### src/rtl/psc_pkg.sv
package psc_pkg;
   // Clock period in picoseconds (200 MHz).
   localparam int CLK_PS = 5000;
   // Write and read cycle timing figures, in nanoseconds.
   localparam int T_WP_NS = 55;
   localparam int T_WP_LONG_NS = 70;
   localparam int T_WC_NS = 70;
   localparam int T_RC_NS = 70;
   localparam int T_DW_NS = 30;
   // Refresh window for short address toggling, in nanoseconds.
   localparam int T_REFRESH_NS = 4000;
   // Suspend interval before deep power down, in microseconds.
   localparam int T_SUSPEND_US = 500;
   // Wake-up wait after leaving deep power down, in microseconds.
   localparam int T_WAKE_US = 200;
   // Back-to-back write count from which the long pulse applies.
   localparam int LONG_WRITE_COUNT = 50;
   // Derived cycle counts; least times round up.
   localparam int WP_CYC = (T_WP_NS * 1000 + CLK_PS - 1) / CLK_PS;
   localparam int WP_LONG_CYC = (T_WP_LONG_NS * 1000 + CLK_PS - 1) / CLK_PS;
   localparam int WC_CYC = (T_WC_NS * 1000 + CLK_PS - 1) / CLK_PS;
   localparam int RC_CYC = (T_RC_NS * 1000 + CLK_PS - 1) / CLK_PS;
   localparam int DW_CYC = (T_DW_NS * 1000 + CLK_PS - 1) / CLK_PS;
   // Longest time, rounded down, with no margin taken off for a standby cycle slot.
   localparam int REFRESH_CYC = (T_REFRESH_NS * 1000) / CLK_PS;
   localparam int SUSPEND_CYC = (T_SUSPEND_US * 1000000 + CLK_PS - 1) / CLK_PS;
   localparam int WAKE_CYC = (T_WAKE_US * 1000000 + CLK_PS - 1) / CLK_PS;
   // Width of the shared cycle counter.
   localparam int CNT_W = 20;
   // Address and data widths of the port.
   localparam int ADDR_W = 21;
   localparam int DATA_W = 16;
   localparam int BYTE_W = 8;
   // Controller states.
   typedef enum logic [2:0] {
      PSC_IDLE = 3'b000,
      PSC_SETUP = 3'b001,
      PSC_PULSE = 3'b010,
      PSC_RECOVER = 3'b011,
      PSC_STANDBY = 3'b100,
      PSC_SUSPEND = 3'b101,
      PSC_DOWN = 3'b110,
      PSC_WAKE = 3'b111
   } psc_state_t;
endpackage

### src/rtl/psc_host.sv
`timescale 1ns/10ps
// Behaviour
// - Single byte write asserts exactly one lane.
// - Word write asserts both lanes together.
// - Wake-up repeats power-up sequence before accesses.
// - Every 4 us allow one read-cycle standby.
// - From the 50th back-to-back write on, stretch pulse to 70 ns.
module psc_host #(
   parameter int SUSPEND_CYCLES = psc_pkg::SUSPEND_CYC,
   parameter int WAKE_CYCLES = psc_pkg::WAKE_CYC,
   parameter int REFRESH_CYCLES = psc_pkg::REFRESH_CYC
) (
   input wire logic clk,
   input wire logic rst_n,
   input wire logic wr_valid,
   output logic wr_ready,
   input wire logic [psc_pkg::ADDR_W-1:0] wr_addr,
   input wire logic [psc_pkg::DATA_W-1:0] wr_data,
   input wire logic [1:0] wr_lanes,
   input wire logic sleep_req,
   output logic asleep,
   output logic [psc_pkg::ADDR_W-1:0] mem_addr,
   output logic chip_select_n,
   output logic power_down_select,
   output logic write_enable_n,
   output logic output_enable_n,
   output logic upper_lane_select_n,
   output logic lower_lane_select_n,
   output logic [psc_pkg::DATA_W-1:0] mem_dq_out,
   output logic [1:0] mem_dq_oe
);
   import psc_pkg::*;

   ////////////////////////////////////////////////////////////////////////////
   // State and counters.
   psc_state_t state_r; // Current controller state.
   logic [CNT_W-1:0] cnt_r; // Shared cycle counter for the current state.
   logic [CNT_W-1:0] refresh_r; // Cycles since the last standby slot, deep power down or wake.
   logic [6:0] burst_r; // Back-to-back write count, saturating.
   logic [1:0] lanes_r; // Latched lane enables, bit 1 upper.
   logic long_pulse; // Stretched write pulse is in force.

   // Pulse length depends on how long the write burst has run.
   assign long_pulse = (burst_r >= 7'(LONG_WRITE_COUNT));

   // A request is accepted only from idle, with no sleep request and no standby slot due.
   assign wr_ready = (state_r == PSC_IDLE) && !sleep_req && (refresh_r < CNT_W'(REFRESH_CYCLES));
   assign asleep = (state_r == PSC_DOWN);

   ////////////////////////////////////////////////////////////////////////////
   // Sequencer for writes, refresh standby and power down.
   always_ff @(posedge clk or negedge rst_n) begin
      if (!rst_n) begin
         state_r <= PSC_IDLE;
         cnt_r <= '0;
      end else begin
         unique case (state_r)
            PSC_IDLE: begin
               cnt_r <= '0;
               if (sleep_req) begin
                  state_r <= PSC_SUSPEND;
               end else if (refresh_r >= CNT_W'(REFRESH_CYCLES)) begin
                  state_r <= PSC_STANDBY;
               end else if (wr_valid && (wr_lanes != 2'b00)) begin
                  state_r <= PSC_SETUP;
               end
            end
            PSC_SETUP: begin
               // One cycle of address setup before the strobe falls.
               state_r <= PSC_PULSE;
               cnt_r <= '0;
            end
            PSC_PULSE: begin
               // Hold the strobe for the required pulse length.
               if ((long_pulse && cnt_r >= CNT_W'(WP_LONG_CYC - 1)) ||
                   (!long_pulse && cnt_r >= CNT_W'(WP_CYC - 1))) begin
                  state_r <= PSC_RECOVER;
                  cnt_r <= '0;
               end else begin
                  cnt_r <= cnt_r + 1'b1;
               end
            end
            PSC_RECOVER: begin
               // Pad the cycle out to the full write-cycle time.
               if (cnt_r >= CNT_W'(WC_CYC - WP_CYC - 1)) begin
                  state_r <= PSC_IDLE;
               end
               cnt_r <= cnt_r + 1'b1;
            end
            PSC_STANDBY: begin
               // Deselect for one read-cycle time.
               if (cnt_r >= CNT_W'(RC_CYC - 1)) begin
                  state_r <= PSC_IDLE;
               end
               cnt_r <= cnt_r + 1'b1;
            end
            PSC_SUSPEND: begin
               // Power-down select low; wait out the suspend interval.
               if (cnt_r >= CNT_W'(SUSPEND_CYCLES - 1)) begin
                  state_r <= PSC_DOWN;
               end
               cnt_r <= cnt_r + 1'b1;
            end
            PSC_DOWN: begin
               // Stay down until the user releases the sleep request.
               cnt_r <= '0;
               if (!sleep_req) begin
                  state_r <= PSC_WAKE;
               end
            end
            PSC_WAKE: begin
               // Power-up wait with the chip deselected before any access.
               if (cnt_r >= CNT_W'(WAKE_CYCLES - 1)) begin
                  state_r <= PSC_IDLE;
               end
               cnt_r <= cnt_r + 1'b1;
            end
         endcase
      end
   end

   ////////////////////////////////////////////////////////////////////////////
   // Refresh watchdog: counts up to the window, cleared in standby, deep power down and wake.
   always_ff @(posedge clk or negedge rst_n) begin
      if (!rst_n) begin
         refresh_r <= '0;
      end else if (state_r == PSC_STANDBY || state_r == PSC_DOWN || state_r == PSC_WAKE) begin
         refresh_r <= '0;
      end else if (refresh_r < CNT_W'(REFRESH_CYCLES)) begin
         refresh_r <= refresh_r + 1'b1;
      end
   end

   ////////////////////////////////////////////////////////////////////////////
   // Burst counter: back-to-back writes, reset by any idle gap.
   always_ff @(posedge clk or negedge rst_n) begin
      if (!rst_n) begin
         burst_r <= '0;
      end else if (state_r == PSC_IDLE && !(wr_valid && wr_ready)) begin
         burst_r <= '0;
      end else if (state_r == PSC_SETUP && !long_pulse) begin
         burst_r <= burst_r + 1'b1;
      end
   end

   ////////////////////////////////////////////////////////////////////////////
   // Pin drivers, all from flip-flops.
   always_ff @(posedge clk or negedge rst_n) begin
      if (!rst_n) begin
         mem_addr <= '0;
         mem_dq_out <= '0;
         lanes_r <= 2'b00;
      end else if (state_r == PSC_IDLE && wr_valid && wr_ready && wr_lanes != 2'b00) begin
         mem_addr <= wr_addr;
         mem_dq_out <= wr_data;
         lanes_r <= wr_lanes;
      end
   end

   always_ff @(posedge clk or negedge rst_n) begin
      if (!rst_n) begin
         chip_select_n <= 1'b1;
         write_enable_n <= 1'b1;
         upper_lane_select_n <= 1'b1;
         lower_lane_select_n <= 1'b1;
         mem_dq_oe <= 2'b00;
         power_down_select <= 1'b1;
         output_enable_n <= 1'b1;
      end else begin
         output_enable_n <= 1'b1;
         // Power-down select is low through suspend and deep power down.
         power_down_select <= !((state_r == PSC_IDLE && sleep_req) ||
            (state_r == PSC_SUSPEND) || (state_r == PSC_DOWN && sleep_req));
         // Select and lanes cover setup and pulse; strobe covers setup and all but the last pulse cycle.
         chip_select_n <= !(state_r == PSC_SETUP ||
            (state_r == PSC_PULSE && state_r != PSC_RECOVER));
         write_enable_n <= !(state_r == PSC_SETUP ||
            (state_r == PSC_PULSE && !((long_pulse && cnt_r >= CNT_W'(WP_LONG_CYC - 1)) ||
            (!long_pulse && cnt_r >= CNT_W'(WP_CYC - 1)))));
         upper_lane_select_n <= !((state_r == PSC_SETUP || state_r == PSC_PULSE) && lanes_r[1]);
         lower_lane_select_n <= !((state_r == PSC_SETUP || state_r == PSC_PULSE) && lanes_r[0]);
         // Data driven while writing; memory floats its outputs then.
         mem_dq_oe <= (state_r == PSC_SETUP || state_r == PSC_PULSE) ? lanes_r : 2'b00;
      end
   end
endmodule

### config.mk
export PLATFORM = sky130hd
export DESIGN_NAME = psc_host
export DESIGN_NICKNAME = d
export VERILOG_FILES = /design/src/rtl/psc_pkg.sv /design/src/rtl/psc_host.sv
export SDC_FILE = /design/constraint.sdc
export NUM_CORES = 1
export LEC_CHECK = 0
export ABC_AREA = 1
export BUFFER_PORTS_ARGS = -buffer_cell sky130_fd_sc_hd__buf_4
export CORE_MARGIN = 3
export CORE_UTILIZATION = 55
export CTS_CLUSTER_DIAMETER = 30
export DETAILED_ROUTE_END_ITERATION = 6
export HOLD_SLACK_MARGIN = 0.15
export PLACE_DENSITY = 0.79
export SLEW_MARGIN = 25
export SYNTH_ARGS = -nofsm -noshare
export SYNTH_HDL_FRONTEND = slang
export SYNTH_SLANG_ARGS = --single-unit
### constraint.sdc
create_clock -name clk -period 2.1 [get_ports clk]
set_clock_uncertainty 0.15 [all_clocks]
set_input_delay 0.105 -clock clk [delete_from_list [all_inputs] [get_ports clk]]
set_output_delay 0.105 -clock clk [all_outputs]
set_load 0.03 [all_outputs]
* After elaboration in Yosys (flattened, before gate mapping)
Cells that the tools add are included.
** Word-level totals
- Register bits :: 96
- Output and inout port bits :: 47
** Operators by class
- Magnitude comparators :: 8
- Reductions and logical operators :: 41
- Add/subtract/negate cells :: 3
- Equality and inequality tests :: 15
- Muxes and demuxes :: 17
** Operator list (count)
- 20-bit 2-to-1 mux :: 3
- 20-bit case mux with 3 select lines :: 1
- 20-bit by 1-bit adder with 20-bit output (second input constant) :: 2
- 20-bit by 4-bit >= comparator with 1-bit output (second input constant) :: 2
- 3-bit 2-to-1 mux :: 9
- 3-bit case mux with 8 select lines :: 1
- 20-bit by 10-bit >= comparator with 1-bit output (second input constant) :: 1
- 20-bit by 16-bit >= comparator with 1-bit output (second input constant) :: 1
- 20-bit by 17-bit >= comparator with 1-bit output (second input constant) :: 1
- 20-bit by 2-bit >= comparator with 1-bit output (second input constant) :: 1
- 20-bit by 10-bit < comparator with 1-bit output (second input constant) :: 1
- 1-bit logical AND :: 17
- 7-bit 2-to-1 mux :: 2
- 3-bit equality test (second input constant) :: 4
- 2-bit inequality test (second input constant) :: 6
- 1-bit zero test :: 9
- 1-bit logical OR :: 8
- 7-bit by 1-bit adder with 7-bit output (second input constant) :: 1
- 7-bit by 6-bit >= comparator with 1-bit output (second input constant) :: 1
- 7-bit AND reduction :: 1
- 3-bit by 2-bit equality test with 1-bit output (second input constant) :: 2
- 2-bit nonzero test :: 3
- 4-bit by 2-bit inequality test with 1-bit output (second input constant) :: 1
- 4-bit OR reduction :: 1
- other kinds (5) :: 5

* Depth between registers and ports, before layout
Gate-level depths: netlist (run 1).
- Word-level depth :: 8
- Depth in mapped cells :: 13

* Least setup slack after synthesis (run 1)
OpenSTA, ideal clock, no wires.
- Path type :: flip-flop to flip-flop
- From :: register state_r[2]
- To :: register mem_addr[0] in the netlist's numbering
- Cell stages (with the launch flop) :: 12
- Slack :: 0.328 ns
- Data required time :: 1.820 ns
- Data arrival time :: 1.492 ns
- Clock period less this slack :: 1.772 ns
- Cells stage by stage :: dfrtp_1 > buf_6 > nor2_2 > nand2_2 > nor2_4 > inv_2 > nor2_8 > nand3_4 > buf_6 > buf_6 > nand2_1 > o21ai_1
** Between the ends
- Cells in the longest elaborated chain, start to end :: 5
- Elaborated cells on any way between the ends :: 6
** RTL lines
- start: declaration :: line psc_host.sv:36 : psc_state_t state_r;
- start signal: assignment :: line psc_host.sv:54 : state_r <= PSC_IDLE;
- start signal: assignment :: line psc_host.sv:61 : state_r <= PSC_SUSPEND;
- start signal: assignment :: line psc_host.sv:63 : state_r <= PSC_STANDBY;
- 3-bit zero test :: line psc_host.sv:47 : assign wr_ready = (state_r == PSC_IDLE) && !sleep_req && (refresh_r < CNT_W'(REFRESH_CYCLES));
- 1-bit logical AND (2 in a row) :: line psc_host.sv:47
- via wr_ready :: line psc_host.sv:16 : output logic wr_ready,
- 1-bit logical AND (2 in a row) :: line psc_host.sv:153 : end else if (state_r == PSC_IDLE && wr_valid && wr_ready && wr_lanes != 2'b00) begin
- end signal: assignment :: line psc_host.sv:154 : mem_addr <= wr_addr;
- end: declaration :: line psc_host.sv:22 : output logic [psc_pkg::ADDR_W-1:0] mem_addr,
The timed path passes the listed nets, and every way through them passes these cells.
A chain may end at the register's enable or synchronous reset.

* Final worst setup path (run 1)
- From :: register state_r[2]
- To :: register mem_dq_out[1] in the netlist's numbering
** Between the ends
- Cells in the longest elaborated chain, start to end :: 5
- Elaborated cells on any way between the ends :: 6
** RTL lines
- 3-bit zero test (*) :: line psc_host.sv:47, psc_host.sv:153
- 1-bit logical AND (2 in a row) :: line psc_host.sv:47
- 1-bit logical AND (*) (2 in a row) :: line psc_host.sv:153
- end signal: assignment :: line psc_host.sv:155 : mem_dq_out <= wr_data;
- end: declaration :: line psc_host.sv:29 : output logic [psc_pkg::DATA_W-1:0] mem_dq_out,
Every way passes the cells marked *; elsewhere a longest branch is shown, timed or not.

==> results of run 1 <==
[cell usage in the layout (no fill, tap or decap), drive strengths merged, types with 2 or more instances in the layout]
cell,count
nand2,129
inv,113
buf,96
dfrtp,91
nor2,84
o21ai,57
dlygate4sd3,43
nand3,27
nand4,12
clkbuf,10
a21oi,8
xor2,8
ha,8
nor3,8
dfstp,5
nor4,3
xnor2,3
a211oi,2
nand3b,2
a31oi,2
o31ai,2
clkinvlp,2
[per-layer routing]
layer  share of wire  vias up  global-route usage
met1            0.41     2006              0.3319
met3           0.068       38             0.06653
met4           0.034        0             0.08403
met5               0        -                   0
li1                -     2063                   -
met2            0.49      171              0.4145
[per-stage QoR]
stage | utilization | area (um^2)
after floorplan | - | 4723
after detailed placement | 0.6620 | 5466
final | 0.7442 | 6146
after global placement | 0.6620 | 5466
after CTS | 0.7380 | 6095
after global routing | 0.7442 | 6146
[where the power goes]
part	switching [mW]	internal, mW	total [mW]
combinational	2.28	1.25	3.53
sequential	0.424	2.44	2.87
clock	0.707	0.490	1.20
[final cells by class]
cell class / instances / area (um^2)
repair buffers: 139 / 1164
clock inverters: 6 / 60.06
flip-flops and latches: 96 / 2412
multi-input cells: 360 / 1828
inverters: 110 / 412.9
well taps: 105 / 131.4
fillers: 578 / 2112
clock buffers: 10 / 137.6
[cell usage after synthesis (all sizes together)]
master,n,share of area
a211oi,2,0.0032
a21oi,8,0.0085
a22oi,1,0.0016
a31oi,2,0.0026
and2,1,0.0013
buf,10,0.019
clkbuf,4,0.0034
conb,1,0.00079
dfrtp,91,0.48
dfstp,5,0.028
ha,8,0.021
inv,110,0.087
nand2,129,0.11
nand3,27,0.032
nand3b,2,0.0032
nand4,12,0.016
nor2,84,0.075
nor3,8,0.0095
nor3b,1,0.0016
nor4,3,0.0040
o21ai,57,0.068
o22ai,1,0.0013
o31ai,2,0.0032
xnor2,3,0.0056
xor2,8,0.015
[registers in the layout, summed over array words and instances (netlist names)]
signal	flops
mem_addr	21
cnt_r	20
refresh_r	20
mem_dq_out	16
burst_r	7
state_r	3
lanes_r	2
mem_dq_oe	2
chip_select_n	1
lower_lane_select_n	1
power_down_select	1
upper_lane_select_n	1
write_enable_n	1
[cell families (layout without fill, tap and decap cells)]
logic type | after synthesis | count (layout)
buffers and inverters | 124 | 265
AO/OA/AOI/OAI | 73 | 73
AND/OR/NAND/NOR | 267 | 267
adder cells (fa/ha/maj) | 8 | 8
XOR/XNOR | 11 | 11
other | 1 | 1
flip-flops | 96 | 96
[how the worst max path moves through the flow]
stage / to / cells after the start
after floorplan: mem_addr[0]$_DFFE_PN0P_ / 11
after global placement: state_r[2]$_DFFE_PN0P_ / 12
after detailed placement: cnt_r[18]$_DFF_PN0_ / 10
after CTS: cnt_r[18]$_DFF_PN0_ / 10
after global routing: cnt_r[18]$_DFF_PN0_ / 10
final: mem_dq_out[1]$_DFFE_PN0P_ / 8
[timing repair]
item	in CTS	in global routing
hold buffers	43	0
endpoints found under the setup margin	0	10
setup buffers	0	2
gates resized for setup	0	11
endpoints found under the hold margin	144	0
==> results_dict.tcl, run 1 <==
set metrics [dict create \
    die_x_um 98.67 \
    leakagePower_nw 3.182 \
    vdd_drop_max_uv 877.9 \
    grt_pass1_wl_um 20020 \
    drive_above_1_share 0.2094 \
    worstRegToRegCells 8 \
    ys_ff_latch 96 \
    area_growth_pct 30.12 \
    wl_per_cell_um 14.69 \
    setup_viol 0 \
    synth_warnings 0 \
    path_clk_slew_ns 0.12 \
    maxSlewHeadroom 0.6574 \
    p_total_mw 7.598 \
    r2r_end "mem_dq_out[1]$_DFFE_PN0P_" \
    fp.dieArea_mm2 0.009736 \
    cp.required_ns 2.20 \
    arrival_ns 2.08 \
    grt_pass1_vias 4232 \
    path_cells "nor2_2 -> nand2_2 -> nor2_4 -> inv_2 -> nor2_8 -> nand3_4 -> buf_4 -> o21ai_0" \
    vias 4278 \
    max_cap_viol_count 0 \
    drtIter0Drc 307 \
    num_io_pins 90 \
    clock_latency_ns 0.36 \
    min_period_ns 1.979 \
    rsz0062_at_grt "true" \
    post-route-period-util 0.9424 \
    numPlacedInstances 765 \
    hold_class "flop to flop" \
    crit_type "flop to flop" \
    synth.net_count 631 \
    yosysSeqAreaShare 0.5099 \
    syn_area_mm2 0.004723 \
    finalNonFillerCells 826 \
    synth.avg_cell_area_um2 8.144 \
    report.final.slew_viol_count 0 \
    tightest_slew_ns 0.5140 \
    synth_compound_area_frac 0.08874 \
    setup_ws_ns 0.1209 \
    grt_start_max_net_pins 41 \
    clock-root-buffer "clkbuf_8" \
    crit_fanout 40 \
    timing.fmax_ghz 0.5053 \
    status "finished clean" \
    cp-start-kind "flop" \
    pre_cts_slack_ns 0.1246 \
    yosys.area_share.simple 0.2490 \
    routed_wl_um 12140 \
    n_antenna_cell 0 \
    core_area_mm2 0.008258 \
    cts_tree "yes" \
    grt.total_usage 0.2539 \
    power_density_mw_per_mm2 1236 \
    synth_mux_area_frac 0 \
    rows 33 \
    die_h_um 98.67 \
    synth_fa_ha_area_frac 0.02119 \
    cts_buffers 9 \
    critPathSlowestCell "dfrtp_1" \
    antenna_found_initial 0 \
    start_util 0.5720 \
    critPathBufInv 2 \
    r2r_slack_ns 0.12 \
    hold_viol_final 0 \
    viasPerCell 5.179 \
    cpPeakStageDelay_ns 0.50 \
    hold_path_depth 1 \
    startpoint "state_r[2]$_DFFE_PN0P_" \
    synth-xor-area-share 0.02040 \
    synth_top_family_by_area "simple AND/OR/NAND/NOR gates" \
    cp_top_family "simple AND/OR/NAND/NOR gates" \
    overflow 0 \
    gp_congestion 0.8477 \
    end_kind "flop" \
    drtPass1Iterations 5 \
    synth_cell_types 39 \
    clockBufferDepth 2 \
    dp_hpwl_um 7705 \
    port_buffers 88 \
    reg2reg_from "state_r[2]$_DFFE_PN0P_" \
    htree_levels 3 \
    hp-start "lanes_r[1]$_DFFE_PN0P_" \
    num-nets-final 767 \
    syn_inst 580 \
    hold_end "upper_lane_select_n$_DFF_PN1_" \
    hold_ws_ns 0.3430 \
    ant_nets 0 \
    drc 0 \
    tns_ns 0 \
    cts_num_sinks 96 \
]
No activity file was read; power rests on OpenSTA's default activity.
==> run 2: changes to the inputs <==
--- a/config.mk
+++ b/config.mk
@@ -5,12 +5,11 @@
 export SDC_FILE = /design/constraint.sdc
 export NUM_CORES = 1
 export LEC_CHECK = 0
-export ABC_AREA = 1
-export BUFFER_PORTS_ARGS = -buffer_cell sky130_fd_sc_hd__buf_4
 export CORE_MARGIN = 3
-export CORE_UTILIZATION = 55
+export CORE_UTILIZATION = 63
 export CTS_CLUSTER_DIAMETER = 30
 export DETAILED_ROUTE_END_ITERATION = 6
+export DONT_BUFFER_PORTS = 1
 export HOLD_SLACK_MARGIN = 0.15
 export PLACE_DENSITY = 0.79
 export SLEW_MARGIN = 25
==> results_dict.tcl, run 2 <==
set metrics [dict create \
    wl_per_cell_um 26.98 \
    async_flop_share 1.000 \
    ant_nets 0 \
    maxSlewHeadroom 0.5711 \
    viasPerCell 6.889 \
    drtPass1Iterations 6 \
    status "finished, violations left" \
    drtIter0Drc 544 \
    r2r_end "burst_r[1]$_DFFE_PN0P_" \
    synth.avg_cell_area_um2 11.25 \
    cts_hold_buf 41 \
    synthTopCellsByArea "dfrtp_1, mux2_2, nor2_1" \
    drc 0 \
    final_cell_mix "dfrtp_1, nor2_1, dlygate4sd3_1, buf_4, mux2_2" \
    routed_wl_um 15060 \
    core_area_mm2 0.006495 \
    synth-main-ff-cell "dfrtp_1" \
    clock-root-buffer "clkbuf_8" \
    setup_ws_ns -0.3355 \
    ys_ff_latch 96 \
    crit_fanout 7 \
    utilization 0.8767 \
    cts_num_sinks 96 \
    syn_area_mm2 0.004330 \
    rows 29 \
    dp_hpwl_um 6050 \
    hold_ws_ns -0.7807 \
    arrival_ns 2.58 \
    power_density_mw_per_mm2 1321 \
    vdd_drop_max_uv 994.5 \
    fill_cells 237 \
    hold_class "input pin to asynchronous set/reset pin" \
    tightest_slew_ns 0.6384 \
    crit_type "flop to flop" \
    leakagePower_nw 2.588 \
    min_period_ns 2.436 \
    p_total_mw 7.524 \
    path_cells "nor4_4 -> nand2_2 -> buf_4 -> nor3_1 -> a21oi_2 -> a211oi_2" \
    reg_top3 "mem_addr (21), cnt_r (20), refresh_r (20)" \
    reg2reg_from "refresh_r[18]$_DFFE_PN0P_" \
    path_clk_slew_ns 0.15 \
    syn_inst 385 \
    cts_buffers 9 \
    port_buffers 0 \
    multi_input_area_mm2 0.002004 \
    end_kind "flop" \
    timing.fmax_ghz 0.4106 \
    num-nets-final 527 \
    synth_warnings 0 \
    area_growth_pct 31.49 \
    fp.dieArea_mm2 0.007904 \
    register_area_mm2 0.002411 \
    die_x_um 88.91 \
    tns_ns -14.70 \
    drive_above_1_share 0.3202 \
    synth_top_area_cell "dfrtp_1" \
    gp_congestion 0.8312 \
    clock_latency_ns 0.41 \
    report.final.slew_viol_count 0 \
    setup_viol 76 \
    rsz0062_at_grt "true" \
    n_antenna_cell 0 \
    clockBufferDepth 2 \
    synthTopCellsByCount "dfrtp_1, nor2_1, mux2_2" \
    synth_edf_count 0 \
    synth_top_area_share 0.5259 \
    start_util 0.6667 \
    top_register "mem_addr" \
    startpoint "refresh_r[18]$_DFFE_PN0P_" \
    post-route-period-util 1.160 \
    largest_register_ff_count 21 \
    overflow 0 \
    antenna_found_initial 1 \
    max_cap_viol_count 0 \
    grt_pass1_wl_um 16520 \
    cp.required_ns 2.24 \
    r2r_slack_ns -0.34 \
    worstRegToRegCells 6 \
    final_common_cell "dfrtp_1" \
    vias 3844 \
    yosysMostFrequentCell "dfrtp_1" \
    die_h_um 88.91 \
    grt_start_max_net_pins 97 \
    yosysSeqAreaShare 0.5562 \
    violations "negative hold slack, negative setup slack" \
    synth.net_count 436 \
    cts_tree "yes" \
    htree_levels 3 \
    critPathSlowestCell "nor3_1" \
    cpPeakStageDelay_ns 0.53 \
    hold_viol_final 96 \
    synth_cell_types 48 \
    grt.total_usage 0.2790 \
    cp-start-kind "flop" \
    num_io_pins 90 \
    grt_pass1_vias 3384 \
]
## run 2: cell types whose count changed in the layout (fill, tap and decap cells not counted), moves of 15 or more
cell | previous run | this run
buf_4 | 95 | 39
inv_1 | 108 | 9
mux2_2 | 0 | 38
nand2_1 | 125 | 19
nand3_1 | 24 | 9
nor2_1 | 74 | 44
o21ai_0 | 23 | 6
o21ai_1 | 24 | 0
## run 2: layout make-up
type,instances,share of cell area
sequential,96,0.4234
timing repair buffer,94,0.1668
clock buffer,9,0.02175
tap,77,0.01692
clock inverter,7,0.01252
multi-input combinational,265,0.3520
inverter,10,0.006592
## run 2: per-layer routing
layer  GRT usage  vias to the layer above  share of wire
met5           0                        -              0
met4      0.1552                        0          0.070
met3     0.04977                       99           0.11
met2      0.4892                      364           0.48
met1      0.3221                     1860           0.34
li1            -                     1521              -
## run 2: report_power, final
group | switching, mW | internal (mW) | total (mW)
clock network | 0.797 | 0.467 | 1.26
logic | 1.30 | 1.17 | 2.47
registers | 1.38 | 2.42 | 3.79
total | 3.47 | 4.05 | 7.52
## run 2: logic make-up after synthesis
| kind of cell | share of synthesized area |
|---|---|
| adders and majority gates | 0.02312 |
| and+or+nand+nor | 0.1791 |
| DFF | 0.5562 |
| buffers and inverters | 0.02341 |
| other | 0.0008660 |
| xor gates and xnor gates | 0.05866 |
| muxes | 0.1011 |
| AOI/OAI and AO/OA | 0.05750 |
## run 2: worst max path at each step
stage                                   end  slack, ns  cells past startpoint
CTS                      cnt_r[6]$_DFF_PN0_      -0.13                      8
global placement     state_r[0]$_DFFE_PN0P_      -0.05                      7
detailed placement   state_r[0]$_DFFE_PN0P_      -0.11                      7
floorplan           mem_addr[0]$_DFFE_PN0P_      -0.20                      6
finish               burst_r[1]$_DFFE_PN0P_      -0.34                      6
global route         burst_r[1]$_DFFE_PN0P_      -0.67                      6
## run 2: through the flow
step,setup slack (ns),cell area [um^2],instances
2_1_floorplan,-0.2026,4365,385
3_3_place_gp,-0.05042,4703,487
3_5_place_dp,-0.1086,4703,487
4_1_cts,-0.1343,5313,544
5_1_grt,-0.6707,5694,558
6_report,-0.3355,5694,558
## run 2: critical path, delay by kind of cell, from the launching register on
| family | cells | cell delay [ns] |
|---|---|---|
| and+or+nand+nor | 3 | 1.03 |
| AOI/OAI and AO/OA | 2 | 0.53 |
| buffers and inverters | 1 | 0.17 |
| DFF | 1 | 0.47 |
## run 2: repair_timing
| item | in CTS | in global routing |
|---|---|---|
| resized for setup | 1 | 48 |
| setup endpoints to repair | 22 | 82 |
| pin swaps | 0 | 14 |
| endpoints found under the hold margin | 145 | 96 |
| cloned | 0 | 7 |
| setup buffers | 0 | 7 |
==> run 3: changes to the inputs <==
--- a/config.mk
+++ b/config.mk
@@ -16,3 +16,4 @@
 export SYNTH_ARGS = -nofsm -noshare
 export SYNTH_HDL_FRONTEND = slang
 export SYNTH_SLANG_ARGS = --single-unit
+export TNS_END_PERCENT = 20
==> results_dict.tcl, run 3 (synthesized netlist as in run 2, its figures left out) <==
set metrics [dict create \
    status "finished, violations left" \
    violations "negative hold slack, negative setup slack" \
    path_cells "ha_2 -> or4_4 -> a31o_4 -> o211ai_1 -> and3_4 -> clkbuf_16 -> nor2_1" \
    crit_fanout 5 \
    critPathSlowestCell "or4_4" \
    reg2reg_from "burst_r[1]$_DFFE_PN0P_" \
    largest_register_ff_count 21 \
    critPathBufInv 1 \
    cts_hold_buf 41 \
    end_kind "flop" \
    clock-root-buffer "clkbuf_8" \
    area_growth_pct 27.13 \
    cp.required_ns 2.21 \
    die_x_um 88.91 \
    report.final.slew_viol_count 0 \
    wl_per_cell_um 21.99 \
    num-nets-final 512 \
    num_io_pins 90 \
    final_cell_mix "dfrtp_1, dlygate4sd3_1, mux2_2, nor2_1, buf_4" \
    tightest_slew_ns 0.7757 \
    min_period_ns 2.323 \
    port_buffers 0 \
    numPlacedInstances 481 \
    htree_levels 3 \
    startpoint "burst_r[1]$_DFFE_PN0P_" \
    hold_class "input pin to asynchronous set/reset pin" \
    final_common_cell "dfrtp_1" \
    cts_tree "yes" \
    ant_nets 0 \
    drtIter0Drc 430 \
    grt_pass1_vias 3382 \
    drtPass1Iterations 6 \
    cp-start-kind "flop" \
    setup_viol 29 \
    viasPerCell 6.497 \
    utilization 0.8476 \
    crit_type "flop to flop" \
    antenna_found_initial 0 \
    die_h_um 88.91 \
    fp.dieArea_mm2 0.007904 \
    core_area_mm2 0.006495 \
    setup_ws_ns -0.2234 \
    arrival_ns 2.43 \
    overflow 0 \
    n_antenna_cell 0 \
    drc 0 \
    rows 29 \
    start_util 0.6667 \
    max_cap_viol_count 0 \
    p_total_mw 7.435 \
    clock_latency_ns 0.38 \
    reg_top3 "mem_addr (21), cnt_r (20), refresh_r (20)" \
    timing.fmax_ghz 0.4304 \
    dp_hpwl_um 5928 \
    drive_above_1_share 0.2854 \
    vias 3528 \
    tns_ns -4.818 \
    gp_congestion 0.8408 \
    cts_buffers 9 \
    finalNonFillerCells 543 \
    rsz0062_at_grt "true" \
    vdd_drop_max_uv 730.4 \
    leakagePower_nw 2.441 \
    grt_start_max_net_pins 97 \
    path_clk_slew_ns 0.09 \
    fill_cells 263 \
    grt_pass1_wl_um 17290 \
    top_register "mem_addr" \
    maxSlewHeadroom 0.4829 \
    grt.total_usage 0.2928 \
    cts_num_sinks 96 \
    cp_top_family "simple AND/OR/NAND/NOR gates" \
    power_density_mw_per_mm2 1351 \
    clockBufferDepth 2 \
    hold_viol_final 96 \
    hold_ws_ns -0.7313 \
    cpPeakStageDelay_ns 0.43 \
    routed_wl_um 11940 \
    post-route-period-util 1.106 \
]
## run 3: cell types whose count changed in the layout (fill, tap and decap cells not counted), sizes merged
cell,delta
inv,-2
clkinvlp,-1
clkinv,+1
clkbuf,-1
buf,-12
## run 3: final cells by class
| class | count | area [um^2] | share of cell area |
|---|---|---|---|
| clock buffer | 11 | 131.4 | 0.02386 |
| multi-input combinational | 265 | 2006 | 0.3643 |
| tap | 77 | 96.34 | 0.01750 |
| sequential | 96 | 2410 | 0.4377 |
| clock inverter | 5 | 38.79 | 0.007045 |
| inverter | 10 | 37.54 | 0.006818 |
| timing repair buffer | 79 | 785.8 | 0.1427 |
## run 3: path summary, 6_finish.rpt
kind	to	slack, ns	depth (start not counted)
min reg2reg	upper_lane_select_n$_DFF_PN1_	0.33	1
min	mem_dq_out[8]$_DFFE_PN0P_	-0.73	0
max in group asynchronous	power_down_select$_DFF_PN1_	2.29	0
min in group clk	mem_dq_out[0]$_DFFE_PN0P_	0.20	4
max	cnt_r[6]$_DFF_PN0_	-0.22	7
max reg2reg	cnt_r[6]$_DFF_PN0_	-0.22	7
## run 3: where the power goes
group / switching (mW) / internal, mW
Clock: 0.670 / 0.441
Combinational: 1.31 / 1.29
Sequential: 1.30 / 2.42
## run 3: timing repair
| action | in CTS | in global routing |
|---|---|---|
| pin swaps | 13 | 15 |
| resized for setup | 27 | 25 |
| setup endpoints to repair | 30 | 73 |
| gates cloned | 2 | 1 |
| setup buffers | 2 | 0 |
| endpoints found under the hold margin | 145 | 96 |
## run 3: layer usage
metal | global-route usage | vias up | share of wire
met5 | 0 | - | 0
met2 | 0.4919 | 249 | 0.49
met4 | 0.1429 | 0 | 0.048
met1 | 0.3589 | 1721 | 0.36
li1 | - | 1488 | -
met3 | 0.06359 | 70 | 0.10
## run 3: through the flow
stage | worst slack, ns | cell area (um^2)
2_1_floorplan | -0.2026 | 4330
3_3_place_gp | -0.1547 | 4636
3_5_place_dp | -0.2470 | 4636
4_1_cts | -0.1318 | 5373
5_1_grt | -0.3173 | 5505
6_report | -0.2234 | 5505
